`src/hbi_pkg.sv`:
```
// ============================================================================
// host bus interface package: strobe styles, imc modes, address layout
// ============================================================================
// assumes a single 25 MHz clock; host pins are already synchronous to it.
// Contract
// - host type selects roles of three control inputs and two auxiliary pins
// - non-multiplexed hosts may skip the address strobe; address taken directly
// - third control input becomes a logic input when the host type leaves it unused
// - multiplexed mode captures address from the address/data port on the strobe
// - latched host address may be presented on an output port
// - multiplexed mode drives address/data port only on internal read
// - multiplexed mode accepts extra high address bits on other ports
// - 16-bit non-multiplexed mode: address on port, data on ports F and G
// - non-multiplexed data pins stay undriven unless the host reads the device
// - non-multiplexed mode accepts extra high address bits on other ports
// - input macrocells can capture high address bits with the address strobe
// - host can read input macrocell outputs in a normal read cycle
// - macrocell enable per nibble comes from product term or address strobe
// - 16-bit bus: address bit zero and byte enables select data lanes
// - burst fetch keeps upper address latched while host steps low bits
package hbi_pkg;
    // host strobe styles
    typedef enum logic [1:0] {
        STY_WR_RD_BHE,   // wr, rd, bhe or fetch strobe
        STY_WRL_WRH,     // wrl, rd, fetch; write high on aux pin
        STY_RW_DS_SIZ,   // r/w, data strobe, size bit
        STY_RW_LDS_UDS   // r/w, low and high byte strobes
    } hbi_style_e;

    localparam logic [1:0] IMC_PASS  = 2'h0;
    localparam logic [1:0] IMC_LATCH = 2'h1;
    localparam logic [1:0] IMC_REG   = 2'h2;

    localparam int         LO_W      = 16;   // address/data port width
    localparam int         HI_W      = 4;    // extra high address bits
    localparam int         FULL_W    = 20;
    localparam int         IMC_BITS  = 24;
    localparam int         NIB_CNT   = 6;

    localparam logic [1:0]  LANES_OFF    = 2'h3;   // both oe_n high
    localparam logic [7:0]  RES_BASE_DEF = 8'h00;  // address bits 19:12
    localparam logic [7:0]  RES_MASK_DEF = 8'hC0;
    localparam logic [17:0] IMC_WORD_DEF = 18'h03FC0; // address bits 19:2
endpackage : hbi_pkg

```
`src/hbi_top.sv`:
```
// ============================================================================
// host bus interface: strobe decode, address latch, data pins, input macrocells
// ============================================================================
// assumes host strobes and pins are sampled on clk_in; internal resources
// answer combinationally on int_rdata_in for the registered int_addr_out.
`timescale 1ns/10ps
module hbi_top import hbi_pkg::*; #(
    parameter logic [7:0]  RES_BASE = RES_BASE_DEF,
    parameter logic [7:0]  RES_MASK = RES_MASK_DEF,
    parameter logic [17:0] IMC_WORD = IMC_WORD_DEF
) (
    input  wire logic                clk_in,
    input  wire logic                rst_n_in,
    input  wire hbi_style_e          style_in,
    input  wire logic                wide_in,
    input  wire logic                mux_in,
    input  wire logic                use_als_in,
    input  wire logic                fetch_en_in,
    input  wire logic                burst_en_in,
    input  wire logic                lat_out_en_in,
    input  wire logic                bus_ctrl_in_0,
    input  wire logic                bus_ctrl_in_1,
    input  wire logic                bus_ctrl_in_2,
    input  wire logic                aux_strobe_pin_in,
    input  wire logic                aux_high_write_pin_in,
    input  wire logic [LO_W-1:0]     addr_data_port_in,
    output logic      [LO_W-1:0]     addr_data_port_out,
    output logic      [1:0]          addr_data_port_oe_n_out,
    input  wire logic [LO_W-1:0]     data_fg_in,
    output logic      [LO_W-1:0]     data_fg_out,
    output logic      [1:0]          data_fg_oe_n_out,
    input  wire logic [IMC_BITS-1:0] port_abc_in,
    input  wire logic [NIB_CNT-1:0]  imc_pt_in,
    input  wire logic [NIB_CNT-1:0]  imc_src_ale_in,
    input  wire logic [5:0]          imc_mode_in,
    output logic      [IMC_BITS-1:0] imc_pld_out,
    output logic                     ctrl2_pld_out,
    output logic      [FULL_W-1:0]   latched_addr_out,
    output logic      [FULL_W-1:0]   int_addr_out,
    output logic      [LO_W-1:0]     int_wdata_out,
    output logic      [1:0]          int_we_out,
    output logic                     int_rd_out,
    input  wire logic [LO_W-1:0]     int_rdata_in
);

    // ========================================================================
    // strobe roles per host style
    // ========================================================================
    logic            c0, c1, c2, ale, a0;
    logic            sty_int, sty_wrh, sty_siz, sty_lds, swap;
    logic            c2_fetch, c2_used, ds_any, rd_act, wr_act;
    logic [1:0]      lanes_pin_rd, lanes_pin_wr, lanes_int_wr;

    assign c0       = bus_ctrl_in_0;
    assign c1       = bus_ctrl_in_1;
    assign c2       = bus_ctrl_in_2;
    assign ale      = aux_strobe_pin_in;
    assign sty_wrh  = (style_in == STY_WRL_WRH);
    assign sty_int  = (style_in == STY_WR_RD_BHE) | sty_wrh;
    assign sty_siz  = (style_in == STY_RW_DS_SIZ);
    assign sty_lds  = (style_in == STY_RW_LDS_UDS);
    // r/w style hosts put the even byte on the upper lane
    assign swap     = wide_in & ~sty_int;
    assign c2_fetch = fetch_en_in & (sty_wrh | ((style_in == STY_WR_RD_BHE) & ~wide_in));
    assign c2_used  = sty_siz | sty_lds | ((style_in == STY_WR_RD_BHE) & wide_in) | c2_fetch;
    assign ds_any   = sty_siz ? ~c1 : (~c1 | ~c2);
    assign rd_act   = sty_int ? (~c1 | (c2_fetch & ~c2)) : (c0 & ds_any);
    assign wr_act   = sty_int ? (~c0 | (sty_wrh & ~aux_high_write_pin_in))
                              : (~c0 & ds_any);

    // ========================================================================
    // address path: strobe latch, direct address, burst low bits
    // ========================================================================
    logic [LO_W-1:0]   addr_lat_r, addr_lat_nxt;
    logic [HI_W-1:0]   hi_lat_r, hi_lat_nxt;
    logic              lat_use;
    logic [3:0]        burst_lo;
    logic [FULL_W-1:0] eff_addr;
    logic              res_hit, imc_hit, any_hit;

    assign lat_use      = mux_in | use_als_in | burst_en_in;
    // reloads on every clk_in edge while the strobe is high, holds the last capture once it falls
    assign addr_lat_nxt = (ale & lat_use) ? addr_data_port_in : addr_lat_r;
    assign hi_lat_nxt   = (ale & lat_use) ? port_abc_in[HI_W-1:0] : hi_lat_r;
    // burst: port holds A19-A4, port F low nibble steps A3-A0; a 16-bit bus steps A3-A1 and holds A0 at zero
    assign burst_lo     = wide_in ? {data_fg_in[3:1], 1'b0} : data_fg_in[3:0];
    assign eff_addr     = burst_en_in ? {addr_lat_r, burst_lo}
                        : lat_use ? {hi_lat_r, addr_lat_r}
                        : {port_abc_in[HI_W-1:0], addr_data_port_in};
    assign a0           = eff_addr[0];
    assign imc_hit      = (eff_addr[FULL_W-1:2] == IMC_WORD);
    assign res_hit      = ((eff_addr[FULL_W-1:12] & RES_MASK) == RES_BASE) & ~imc_hit;
    assign any_hit      = imc_hit | res_hit;

    always_ff @(posedge clk_in or negedge rst_n_in) begin
        if (!rst_n_in) begin
            addr_lat_r <= '0;
            hi_lat_r   <= '0;
        end else begin
            addr_lat_r <= addr_lat_nxt;
            hi_lat_r   <= hi_lat_nxt;
        end
    end

    // ========================================================================
    // data lanes: lane 0 is pins 7:0, lane 1 is pins 15:8
    // ========================================================================
    always_comb begin
        lanes_pin_rd = 2'h1;
        lanes_pin_wr = 2'h1;
        if (wide_in) begin
            case (style_in)
                STY_WR_RD_BHE: begin
                    lanes_pin_rd = {~c2, ~a0};
                    lanes_pin_wr = {~c2, ~a0};
                end
                STY_WRL_WRH: begin
                    lanes_pin_rd = 2'h3;
                    lanes_pin_wr = {~aux_high_write_pin_in, ~c0};
                end
                STY_RW_DS_SIZ: begin
                    lanes_pin_rd = a0 ? 2'h1 : {1'b1, ~c2};
                    lanes_pin_wr = lanes_pin_rd;
                end
                STY_RW_LDS_UDS: begin
                    lanes_pin_rd = {~c2, ~c1};
                    lanes_pin_wr = {~c2, ~c1};
                end
                default: begin
                    lanes_pin_rd = 2'h3;
                    lanes_pin_wr = 2'h3;
                end
            endcase
        end
    end

    assign lanes_int_wr = !wide_in ? {a0, ~a0}
                        : swap ? {lanes_pin_wr[0], lanes_pin_wr[1]} : lanes_pin_wr;

    // ========================================================================
    // read data: macrocell readback or internal resource
    // ========================================================================
    logic [31:0]     imc_bytes;
    logic [LO_W-1:0] rd_word, rd_pin, wr_pin, wr_word;
    logic [IMC_BITS-1:0] imc_r;
    logic            drive;

    assign imc_bytes = {8'h00, imc_r};
    assign rd_word   = imc_hit ? (eff_addr[1] ? imc_bytes[31:16] : imc_bytes[15:0])
                               : int_rdata_in;
    assign rd_pin    = !wide_in ? {8'h00, (a0 ? rd_word[15:8] : rd_word[7:0])}
                     : swap ? {rd_word[7:0], rd_word[15:8]} : rd_word;
    assign wr_pin    = mux_in ? addr_data_port_in : data_fg_in;
    assign wr_word   = !wide_in ? {wr_pin[7:0], wr_pin[7:0]}
                     : swap ? {wr_pin[7:0], wr_pin[15:8]} : wr_pin;
    assign drive     = rd_act & any_hit;

    // ========================================================================
    // pin drivers; an undecoded read leaves both ports released
    // ========================================================================
    always_ff @(posedge clk_in or negedge rst_n_in) begin
        if (!rst_n_in) begin
            addr_data_port_out      <= '0;
            addr_data_port_oe_n_out <= LANES_OFF;
            data_fg_out             <= '0;
            data_fg_oe_n_out        <= LANES_OFF;
        end else begin
            addr_data_port_out      <= rd_pin;
            addr_data_port_oe_n_out <= (mux_in & drive) ? ~lanes_pin_rd : LANES_OFF;
            data_fg_out             <= rd_pin;
            data_fg_oe_n_out        <= (~mux_in & drive) ? ~lanes_pin_rd : LANES_OFF;
        end
    end

    // ========================================================================
    // internal bus: writes commit on the trailing edge of the strobe
    // ========================================================================
    logic       wr_hit, wr_q_r;
    logic [1:0] lanes_r;

    // macrocells are read-only, so only resource hits may write
    assign wr_hit = wr_act & res_hit;

    always_ff @(posedge clk_in or negedge rst_n_in) begin
        if (!rst_n_in) begin
            wr_q_r        <= 1'b0;
            lanes_r       <= '0;
            int_addr_out  <= '0;
            int_wdata_out <= '0;
            int_we_out    <= '0;
            int_rd_out    <= 1'b0;
        end else begin
            wr_q_r     <= wr_hit;
            int_rd_out <= rd_act & res_hit;
            int_we_out <= (wr_q_r & ~wr_hit) ? lanes_r : 2'h0;
            if ((rd_act | wr_act) & res_hit) begin
                int_addr_out <= eff_addr;
            end
            if (wr_hit) begin
                int_wdata_out <= wr_word;
                lanes_r       <= lanes_int_wr;
            end
        end
    end

    // ========================================================================
    // spare control input and latched address output
    // ========================================================================
    always_ff @(posedge clk_in or negedge rst_n_in) begin
        if (!rst_n_in) begin
            ctrl2_pld_out    <= 1'b0;
            latched_addr_out <= '0;
        end else begin
            ctrl2_pld_out    <= c2_used ? 1'b0 : c2;
            latched_addr_out <= lat_out_en_in ? {hi_lat_r, addr_lat_r} : '0;
        end
    end

    // ========================================================================
    // input macrocells, one nibble per enable source
    // ========================================================================
    logic [NIB_CNT-1:0] en_prev_r;

    generate
        for (genvar k = 0; k < NIB_CNT; k++) begin : g_imc
            logic       en;
            logic [1:0] mode;
            assign en   = imc_src_ale_in[k] ? ale : imc_pt_in[k];
            assign mode = imc_mode_in[2*(k/2) +: 2];
            // register mode needs the previous enable to find its rising edge
            always_ff @(posedge clk_in or negedge rst_n_in) begin
                if (!rst_n_in) begin
                    en_prev_r[k]   <= 1'b0;
                    imc_r[4*k +: 4] <= '0;
                end else begin
                    en_prev_r[k] <= en;
                    if ((mode == IMC_PASS) | ((mode == IMC_LATCH) & en) |
                        ((mode == IMC_REG) & en & ~en_prev_r[k])) begin
                        imc_r[4*k +: 4] <= port_abc_in[4*k +: 4];
                    end
                end
            end
        end
    endgenerate

    assign imc_pld_out = imc_r;
endmodule : hbi_top

```
`config.mk`:
```
export PLATFORM = sky130hd
export DESIGN_NAME = hbi_top
export DESIGN_NICKNAME = d
export VERILOG_FILES = /design/src/hbi_pkg.sv /design/src/hbi_top.sv
export SDC_FILE = /design/constraint.sdc
export NUM_CORES = 1
export LEC_CHECK = 0
export BUFFER_PORTS_ARGS = -buffer_cell sky130_fd_sc_hd__buf_2
export CAP_MARGIN = 25
export CORE_ASPECT_RATIO = 0.75
export CORE_MARGIN = 4
export CORE_UTILIZATION = 30
export DETAILED_ROUTE_END_ITERATION = 8
export PLACE_DENSITY = 0.63
export SLEW_MARGIN = 20
export SYNTH_ARGS = -nofsm -noshare
export SYNTH_HDL_FRONTEND = slang
export SYNTH_SLANG_ARGS = --single-unit
```
`constraint.sdc`:
```
create_clock -name clk_in -period 2.77 [get_ports clk_in]
set_clock_uncertainty 0.2 [all_clocks]
set_input_delay 0.1385 -clock clk_in [delete_from_list [all_inputs] [get_ports clk_in]]
set_output_delay 0.1385 -clock clk_in [all_outputs]
set_load 0.02 [all_outputs]
```
==> results of run 1 <==
worst paths after layout:
path	slack, ps	start	to
min reg2reg	290	wr_q_r$_DFF_PN0_	int_we_out[0]$_DFF_PN0_
max in group asynchronous	1440	rst_n_in	addr_data_port_oe_n_out[1]$_DFF_PN1_
min	30	style_in[0]	data_fg_oe_n_out[1]$_DFF_PN1_
max	20	addr_lat_r[7]$_DFFE_PN0P_	int_addr_out[17]$_DFFE_PN0P_
min in group asynchronous	120	rst_n_in	en_prev_r[4]$_DFF_PN0_
max reg2reg	20	addr_lat_r[7]$_DFFE_PN0P_	int_addr_out[17]$_DFFE_PN0P_
flip-flops by register name (all words and copies together), names as in the netlist:
| signal | count |
|---|---|
| addr_data_port_oe_n_out | 2 |
| addr_lat_r | 16 |
| ctrl2_pld_out | 1 |
| data_fg_oe_n_out | 2 |
| data_fg_out | 16 |
| en_prev_r | 6 |
| hi_lat_r | 4 |
| imc_pld_out | 24 |
| int_addr_out | 20 |
| int_rd_out | 1 |
| int_wdata_out | 16 |
| int_we_out | 2 |
| lanes_r | 2 |
| latched_addr_out | 20 |
| wr_q_r | 1 |
worst register-to-register path: cells and delay by family (launching register included):
family	cells	cell delay (ps)
and+or+nand+nor	2	590
muxes	1	290
buffers and inverters	3	440
DFF	1	420
AOI/OAI and AO/OA	2	700
cell families after synthesis:
| kind of cell | after synthesis | synth area share (%) |
|---|---|---|
| AOI/OAI and AO/OA | 68 | 6.61 |
| buffers and inverters | 60 | 4.82 |
| DFF | 133 | 49.9 |
| muxes | 160 | 28.7 |
| and+or+nand+nor | 125 | 9.91 |
final cells by class:
type,instances,area share [%]
Sequential cell,133,33.1
Multi-Input combinational cell,353,30.9
Timing Repair Buffer,366,25.5
Clock buffer,19,4.50
Tap cell,288,3.58
Clock inverter,12,1.76
Inverter,15,0.559
Antenna cell,1,0.0249
layer usage:
metal  wire [um]  track usage, %  vias up
li1            -               -     2639
met1       10500            25.1     2789
met2       10400            27.6      205
met3        1550            5.44       26
met4         424            6.13        0
met5           0               0        -
through the flow:
step           cells  TNS, ps  total power [uW]
2_1_floorplan    546        0              3490
3_3_place_gp    1050     -438              4220
3_5_place_dp    1050    -1730              4240
4_1_cts         1183        0              6820
5_1_grt         1186     -381              7130
6_report        1187        0              6820
power by group:
part	switching (uW)	total [uW]	internal [uW]
Sequential	205	2470	2270
Combinational	1060	1920	865
Clock	875	2430	1550
synthesized netlist by cell type, types with 4 or more instances:
cell / instances / share of area [%]
sky130_fd_sc_hd__o21ai_0: 17 / 1.3
sky130_fd_sc_hd__and2_1: 28 / 2.6
sky130_fd_sc_hd__nand3_1: 4 / 0.30
sky130_fd_sc_hd__a31oi_1: 4 / 0.37
sky130_fd_sc_hd__nor4b_1: 8 / 1.0
sky130_fd_sc_hd__buf_4: 16 / 1.8
sky130_fd_sc_hd__inv_1: 15 / 0.84
sky130_fd_sc_hd__nand2_1: 43 / 2.4
sky130_fd_sc_hd__nor2b_1: 4 / 0.37
sky130_fd_sc_hd__mux4_2: 16 / 5.4
sky130_fd_sc_hd__buf_2: 11 / 0.82
sky130_fd_sc_hd__mux2_2: 94 / 16
sky130_fd_sc_hd__nand2b_1: 5 / 0.47
sky130_fd_sc_hd__nor2_1: 17 / 0.96
sky130_fd_sc_hd__dfstp_2: 4 / 1.6
sky130_fd_sc_hd__a21oi_1: 21 / 1.6
sky130_fd_sc_hd__dfrtp_1: 129 / 48
sky130_fd_sc_hd__clkbuf_1: 13 / 0.73
sky130_fd_sc_hd__mux2i_1: 50 / 7.5
timing repair:
item / CTS / global route
resized for setup: 0 / 15
setup buffers: 0 / 2
hold buffers: 102 / 0
hold endpoints to repair: 177 / 0
endpoints found under the setup margin: 0 / 45
==> results.py, run 1 <==
metrics = {
    "floorplan": {
        "floorplan.io_pins": 225,
        "overall_die_area_mm2": 0.0247,
        "die_width_um": 180,
        "initial_util_pct": 31.0,
        "floorplan.rows": 46,
        "core_region_area_mm2": 0.0215,
        "die_h_um": 137,
    },
    "logic_synthesis": {
        "netlist-cell-type-count": 44,
        "ys_seq_area_share_pct": 49.9,
        "async_flop_share_pct": 100,
        "ys_seq_elements": 133,
        "netlist_instances": 546,
        "total_nets_after_synthesis": 651,
        "synth_edf_count": 0,
        "synthesis.area_per_instance_um2": 12.2,
        "post_synth_instance_area_mm2": 0.00668,
        "yosysWarnings": 0,
        "ys_dominant_reg_cell": "sky130_fd_sc_hd__dfrtp_1",
    },
    "timing": {
        "finalSetupViolCount": 0,
        "slew_headroom_pct": 51.4,
        "holdWs_ps": 32.6,
        "timing.final.crit_share_pct": 99.3,
        "postLayoutSetupSlackWorst_ps": 19.2,
        "final-hold-violation-count": 0,
        "maxClockFrequency_mhz": 364,
        "worst_slew_pin_slew_ps": 729,
        "time_the_final_worst_path_needs_with_i_o_delays_and_setup_ps": 2750,
        "finalMaxSlewViolations": 0,
    },
    "clock_network": {
        "cts_buffer_depth": 2,
        "clk_latency_ps": 420,
        "clk_pin_slew_ps": 60,
        "clock_sink_count": 133,
        "htreeDepth": 4,
        "tritoncts": "yes",
        "cts-buffers-inserted": 17,
        "root_cell_of_the_clock_tree": "sky130_fd_sc_hd__clkbuf_16",
    },
    "drt": {
        "drt-initial-drc-count": 291,
        "route.detailed.wl_per_inst_um": 19.2,
        "vias": 5659,
        "finalWirelength_um": 22800,
        "vias_per_cell": 4.77,
        "length_of_the_first_detailed_routing_pass_in_iterations": 6,
        "drc": 0,
        "ant_nets": 0,
    },
    "cells_and_area": {
        "final_core_util_pct": 46.8,
        "fillCellCount": 1988,
        "final_layout_size_suffix_gt1_share_pct": 47.6,
        "area.growth.synth_to_final_pct": 50.8,
        "nNetsFinal": 991,
        "fin_area_mm2": 0.0101,
        "layout_common_cells": "sky130_fd_sc_hd__buf_2, sky130_fd_sc_hd__dfrtp_1, sky130_fd_sc_hd__dlygate4sd3_1",
        "final_common_cell": "sky130_fd_sc_hd__buf_2",
        "register_area_mm2": 0.00333,
        "multi_input_comb_area_mm2": 0.00312,
    },
    "critical_path": {
        "timing.reg2reg.worst_path_depth": 8,
        "critPathArrivalTime_ps": 2850,
        "slowest_delay_ps": 420,
        "critical_path.n_buffers_inverters": 3,
        "critical_path_depth": 8,
        "cp_slowest_cell": "sky130_fd_sc_hd__dfrtp_1",
        "cp_max_fo": 8,
        "cell_type_group_with_the_largest_total_delay_on_the_critical_path": "compound AO/OA/AOI/OAI gates",
        "critPathLaunchType": "register",
        "cp_data_required_time_ps": 2870,
        "worstSetupEndpointType": "register",
        "path_class": "register to register",
        "cp_cell_sequence": "inv_2, or3_4, a2111oi_4, buf_4, nand4b_1, o21ai_4, clkbuf_16, mux2_4",
    },
    "run_status": {
        "run_status": "completed",
    },
    "placement": {
        "post-dp-hpwl_um": 16100,
        "numPortBuffers": 224,
        "place_ws_ps": -78.8,
        "placed_area_mm2": 0.00830,
        "gp_congestion": 0.864,
    },
    "global_routing": {
        "grt.overflow.total": 0,
        "grt_max_degree": 75,
        "number_of_global_route_vias_before_repair": 5834,
        "grt_pass1_wl_um": 34500,
        "grt_antenna_before_repair": 0,
        "grtUsageTotal_pct": 18.2,
    },
    "min_path": {
        "min-delay-path-class": "input pin to register",
        "min_delay_path_depth": 5,
    },
    "pwr": {
        "power_density_mw_per_mm2": 677,
        "irDropWorstVdd_v": 0.000409,
        "p_leak_uw": 0.00480,
    },
    "job": {
        "cap_violations": 0,
    },
}
Power figures use the tool's default switching activity.
==> inputs of run 2 (changes only) <==
--- a/config.mk
+++ b/config.mk
@@ -6,11 +6,11 @@
 export NUM_CORES = 1
 export LEC_CHECK = 0
 export BUFFER_PORTS_ARGS = -buffer_cell sky130_fd_sc_hd__buf_2
-export CAP_MARGIN = 25
 export CORE_ASPECT_RATIO = 0.75
 export CORE_MARGIN = 4
 export CORE_UTILIZATION = 30
 export DETAILED_ROUTE_END_ITERATION = 8
+export MAX_ROUTING_LAYER = met4
 export PLACE_DENSITY = 0.63
 export SLEW_MARGIN = 20
 export SYNTH_ARGS = -nofsm -noshare
==> results.py, run 2 (synthesized netlist as in run 1, its figures left out) <==
metrics = {
    "run_status": {
        "run_status": "completed",
    },
    "placement": {
        "gp_congestion": 0.878,
        "place.detailed.instances": 1050,
        "numPortBuffers": 224,
        "post-dp-hpwl_um": 16100,
        "placed_area_mm2": 0.00830,
    },
    "timing": {
        "final-hold-violation-count": 0,
        "final.setup.tns_ps": 0,
        "finalSetupViolCount": 0,
        "time_the_final_worst_path_needs_with_i_o_delays_and_setup_ps": 2760,
        "finalMaxSlewViolations": 0,
        "maxClockFrequency_mhz": 362,
        "worst_slew_pin_slew_ps": 729,
        "timing.final.crit_share_pct": 99.7,
        "slew_headroom_pct": 51.4,
    },
    "cells_and_area": {
        "register_area_mm2": 0.00333,
        "final_layout_size_suffix_gt1_share_pct": 47.6,
        "largest_register_ffs": 24,
        "fin_area_mm2": 0.0101,
        "final_common_cell": "sky130_fd_sc_hd__buf_2",
        "count_of_non_filler_cells_in_the_finished_layout": 1187,
        "multi_input_comb_area_mm2": 0.00312,
        "nNetsFinal": 991,
        "layout_common_cells": "sky130_fd_sc_hd__buf_2, sky130_fd_sc_hd__dfrtp_1, sky130_fd_sc_hd__dlygate4sd3_1",
        "fillCellCount": 1987,
        "area.growth.synth_to_final_pct": 50.8,
    },
    "critical_path": {
        "path_class": "register to register",
        "cp_max_fo": 8,
        "slowest_delay_ps": 420,
        "worstSetupEndpointType": "register",
        "cp_cell_sequence": "inv_2, or3_4, a2111oi_4, buf_4, nand4b_1, o21ai_4, clkbuf_16, mux2_4",
        "cp_data_required_time_ps": 2870,
        "cp_slowest_cell": "sky130_fd_sc_hd__dfrtp_1",
        "critPathLaunchType": "register",
        "critPathArrivalTime_ps": 2870,
        "cell_type_group_with_the_largest_total_delay_on_the_critical_path": "compound AO/OA/AOI/OAI gates",
        "critical_path.n_buffers_inverters": 3,
    },
    "floorplan": {
        "core_region_area_mm2": 0.0215,
        "die_h_um": 137,
        "die_width_um": 180,
        "initial_util_pct": 31.0,
        "floorplan.rows": 46,
        "overall_die_area_mm2": 0.0247,
        "floorplan.io_pins": 225,
    },
    "clock_network": {
        "htreeDepth": 4,
        "clk_pin_slew_ps": 60,
        "tritoncts": "yes",
        "root_cell_of_the_clock_tree": "sky130_fd_sc_hd__clkbuf_16",
        "cts_buffer_depth": 2,
        "clk_latency_ps": 420,
        "clock_sink_count": 133,
        "cts-buffers-inserted": 17,
    },
    "drt": {
        "route.detailed.wl_per_inst_um": 19.2,
        "drt-initial-drc-count": 319,
        "finalWirelength_um": 22800,
        "length_of_the_first_detailed_routing_pass_in_iterations": 5,
        "drc": 0,
        "ant_nets": 0,
        "vias_per_cell": 4.81,
        "vias": 5708,
    },
    "pwr": {
        "comb_pwr_share_pct": 28.1,
        "p_sw_share_pct": 31.4,
        "share_seq_of_total_power_pct": 36.2,
        "switchingPower_uw": 2140,
        "power.share.clock_pct": 35.6,
        "p_int_uw": 4680,
        "p_leak_uw": 0.00480,
        "irDropWorstVdd_v": 0.000411,
        "power_density_mw_per_mm2": 678,
    },
    "global_routing": {
        "grt_most_used_layer": "met2",
        "grt.met3_usage_pct": 5.17,
        "grtUsageTotal_pct": 18.7,
        "grt.overflow.total": 0,
        "use_met1_pct": 25.3,
        "grt_antenna_before_repair": 0,
        "grt_max_degree": 75,
        "number_of_global_route_vias_before_repair": 5857,
        "grt_pass1_wl_um": 34500,
        "groute.layer.met2.usage_pct": 27.4,
    },
    "job": {
        "cap_violations": 0,
    },
    "min_path": {
        "min-delay-path-class": "input pin to register",
    },
}
[run 2: final cells by class]
type / instances / share of cell area [%]
Multi-Input combinational cell: 353 / 30.9
Antenna cell: 1 / 0.0249
Tap cell: 288 / 3.58
Clock buffer: 19 / 4.50
Timing Repair Buffer: 366 / 25.5
Sequential cell: 133 / 33.1
Clock inverter: 12 / 1.76
Inverter: 15 / 0.559
[run 2: power by group through the flow]
stage	clock (uW)	sequential (uW)	combinational, uW
CTS	2480	2470	1880
detailed placement	0	2500	1740
floorplan	0	2790	699
global placement	0	2500	1730
global route	2560	2510	2060
finish	2430	2470	1920
[run 2: path summary, 6_finish.rpt]
check                           cells past startpoint  slack, ps                    startpoint                              endpoint
worst max-delay path                                8          7     addr_lat_r[7]$_DFFE_PN0P_          int_addr_out[17]$_DFFE_PN0P_
worst min-delay path                                5         30                   style_in[0]         data_fg_oe_n_out[1]$_DFF_PN1_
worst max register to register                      8          7     addr_lat_r[7]$_DFFE_PN0P_          int_addr_out[17]$_DFFE_PN0P_
worst min register to register                      1        290  int_addr_out[18]$_DFFE_PN0P_          int_addr_out[18]$_DFFE_PN0P_
max in group asynchronous                           3       1440                      rst_n_in  addr_data_port_oe_n_out[1]$_DFF_PN1_
min in group asynchronous                           2        120                      rst_n_in                en_prev_r[4]$_DFF_PN0_
[run 2: worst register-to-register path, cell delays in order, from the launching register on]
cell	delay (ps)
sky130_fd_sc_hd__dfrtp_1	420
sky130_fd_sc_hd__inv_2	50
sky130_fd_sc_hd__or3_4	380
sky130_fd_sc_hd__a2111oi_4	370
sky130_fd_sc_hd__buf_4	170
sky130_fd_sc_hd__nand4b_1	200
sky130_fd_sc_hd__o21ai_4	340
sky130_fd_sc_hd__clkbuf_16	220
sky130_fd_sc_hd__mux2_4	300
[run 2: per-layer routing]
layer / share of wire (%) / vias up
met5: 0 / -
met1: 46 / 2796
met2: 45 / 237
met3: 6.9 / 34
li1: - / 2641
met4: 2.1 / 0
[run 2: timing repair]
item / in CTS / in global routing
hold buffers: 102 / 0
hold endpoints to repair: 177 / 0
buffers inserted: 0 / 2
endpoints found under the setup margin: 0 / 45
resized for setup: 0 / 15
[run 2: per-stage QoR]
step	hold WS, ps	setup slack, ps	util, %	total power (uW)
2_1_floorplan	-357	180	-	3490
3_5_place_dp	41.4	-78.8	38.6	4240
4_1_cts	4.43	8.18	46.2	6820
3_3_place_gp	34.0	-31.8	38.6	4220
5_1_grt	27.1	-51.3	46.8	7130
6_report	31.5	7.45	46.8	6820
==> inputs of run 3 (changes only) <==
--- a/config.mk
+++ b/config.mk
@@ -12,6 +12,7 @@
 export DETAILED_ROUTE_END_ITERATION = 8
 export MAX_ROUTING_LAYER = met4
 export PLACE_DENSITY = 0.63
+export REMOVE_ABC_BUFFERS = 1
 export SLEW_MARGIN = 20
 export SYNTH_ARGS = -nofsm -noshare
 export SYNTH_HDL_FRONTEND = slang
==> results.py, run 3 (synthesized netlist as in run 1, its figures left out) <==
metrics = {
    "run_status": {
        "run_status": "completed",
    },
    "critical_path": {
        "rr_endpoint": "int_addr_out[9]$_DFFE_PN0P_",
        "cp_max_fo": 16,
        "cp_slowest_cell": "sky130_fd_sc_hd__or4_1",
        "path_class": "input pin to register",
        "slowest_delay_ps": 580,
        "critPathLaunchType": "input pin",
        "r2r_setup_slack_ps": 120,
        "timing.reg2reg.worst_path_depth": 8,
        "cp_data_required_time_ps": 2890,
        "cp_cell_sequence": "dlygate4sd3_1, buf_2, nor4b_1, a311oi_2, o211ai_1, or4_1, or3_1, buf_12, mux2i_1",
        "critPathArrivalTime_ps": 2790,
        "worstSetupEndpointType": "register",
        "rr_startpoint": "addr_lat_r[7]$_DFFE_PN0P_",
    },
    "clock_network": {
        "clk_pin_slew_ps": 60,
        "clk_latency_ps": 410,
        "cts_buffer_depth": 2,
        "root_cell_of_the_clock_tree": "sky130_fd_sc_hd__clkbuf_16",
        "tritoncts": "yes",
        "htreeDepth": 4,
        "clock_sink_count": 133,
        "cts-buffers-inserted": 17,
    },
    "drt": {
        "route.detailed.wl_per_inst_um": 18.0,
        "ant_nets": 0,
        "finalWirelength_um": 21400,
        "length_of_the_first_detailed_routing_pass_in_iterations": 4,
        "vias_per_cell": 4.77,
        "drt-initial-drc-count": 337,
        "vias": 5652,
        "drc": 0,
    },
    "placement": {
        "gp_congestion": 0.825,
        "numPortBuffers": 224,
        "post-dp-hpwl_um": 15500,
    },
    "cells_and_area": {
        "nNetsFinal": 988,
        "area.growth.synth_to_final_pct": 48.4,
        "final_common_cell": "sky130_fd_sc_hd__buf_2",
        "layout_common_cells": "sky130_fd_sc_hd__buf_2, sky130_fd_sc_hd__dfrtp_1, sky130_fd_sc_hd__dlygate4sd3_1",
        "largest_register_ffs": 24,
        "final_layout_size_suffix_gt1_share_pct": 46.2,
    },
    "global_routing": {
        "grtUsageTotal_pct": 17.7,
        "grt.overflow.total": 0,
        "grt_max_degree": 74,
        "grt_antenna_before_repair": 0,
        "grt_pass1_wl_um": 33000,
        "number_of_global_route_vias_before_repair": 5823,
    },
    "timing": {
        "slew_headroom_pct": 59.0,
        "final-hold-violation-count": 0,
        "rsz0062_at_grt": "no",
        "time_the_final_worst_path_needs_with_i_o_delays_and_setup_ps": 2670,
        "finalMaxSlewViolations": 0,
        "finalSetupViolCount": 0,
        "worst_slew_pin_slew_ps": 615,
        "holdWs_ps": 27.5,
        "maxClockFrequency_mhz": 374,
        "final.setup.tns_ps": 0,
        "timing.final.crit_share_pct": 96.4,
    },
    "floorplan": {
        "core_region_area_mm2": 0.0215,
        "die_width_um": 180,
        "floorplan.rows": 46,
        "initial_util_pct": 31.0,
        "overall_die_area_mm2": 0.0247,
        "floorplan.io_pins": 225,
        "die_h_um": 137,
    },
    "min_path": {
        "min-delay-path-class": "input pin to register",
        "min_delay_path_depth": 3,
        "min_delay_worst_endpoint": "int_wdata_out[9]$_DFFE_PN0P_",
        "hp-start": "data_fg_in[9]",
    },
    "pwr": {
        "irDropWorstVdd_v": 0.000342,
        "p_leak_uw": 0.00474,
        "power_density_mw_per_mm2": 664,
    },
    "job": {
        "cap_violations": 0,
    },
}
## run 3: cell count changes in the layout (fill, tap and decap cells not counted), moves of 2 or more
cell,previous run,this run
sky130_fd_sc_hd__a31oi_1,2,4
sky130_fd_sc_hd__a31oi_2,2,0
sky130_fd_sc_hd__bufinv_16,4,2
sky130_fd_sc_hd__clkbuf_1,0,2
sky130_fd_sc_hd__mux2_2,92,94
sky130_fd_sc_hd__mux2_4,2,0
sky130_fd_sc_hd__or3_1,1,3
sky130_fd_sc_hd__or3_4,2,0
## run 3: area by class of cell
class                   count  area (um^2)
fillers                  1989        11600
flip-flops and latches    133         3330
multi-input cells         353         3030
repair buffers            363         2540
clock buffers              21          460
well taps                 288          360
clock inverters            11          126
inverters                  15         56.3
diodes                      1         2.50
## run 3: per-layer routing
| metal | vias up | share of wire [%] | GRT usage (%) |
|---|---|---|---|
| met5 | - | 0 | - |
| met4 | 0 | 1.3 | 4.79 |
| met3 | 18 | 5.7 | 4.25 |
| met2 | 176 | 47 | 27.1 |
| met1 | 2833 | 46 | 23.8 |
| li1 | 2625 | - | - |
## run 3: power breakdown
group	switching (uW)	leakage [uW]	internal [uW]
clock network	883	0.000287	1380
logic	1000	0.00286	842
registers	203	0.00160	2270
## run 3: timing repair
| item | in CTS | in global routing |
|---|---|---|
| endpoints found under the hold margin | 164 | 1 |
| buffers inserted | 0 | 0 |
| endpoints found under the setup margin | 0 | 12 |
| hold buffers | 100 | 1 |
| gates resized for setup | 0 | 1 |
## run 3: how the worst max path moves through the flow
stage / end / from / slack, ps
final: data_fg_out[12]$_DFF_PN0_ / addr_data_port_in[4] / 100
after global routing: int_addr_out[8]$_DFFE_PN0P_ / addr_lat_r[7]$_DFFE_PN0P_ / 10
after CTS: int_addr_out[9]$_DFFE_PN0P_ / addr_lat_r[7]$_DFFE_PN0P_ / 80
after detailed placement: data_fg_out[12]$_DFF_PN0_ / use_als_in / -50
after global placement: int_addr_out[9]$_DFFE_PN0P_ / burst_en_in / 4
after floorplan: int_addr_out[0]$_DFFE_PN0P_ / use_als_in / -930
## run 3: critical path, delay by kind of cell
family                 cells  cell delay (ps)
multiplexers               1              190
AND/OR/NAND/NOR            3             1150
buffers and inverters      3              860
AO/OA/AOI/OAI              2              440
## run 3: through the flow
stage	instance area (um^2)	setup slack, ps	total power [uW]	instances	utilization, %
finish	9910	98.7	6580	1185	46.0
global route	9900	13.7	6900	1184	46.0
CTS	9890	76.1	6630	1183	46.0
detailed placement	8310	-52.0	4230	1051	38.6
global placement	8310	4.23	4200	1051	38.6
floorplan	6410	-931	3430	501	-
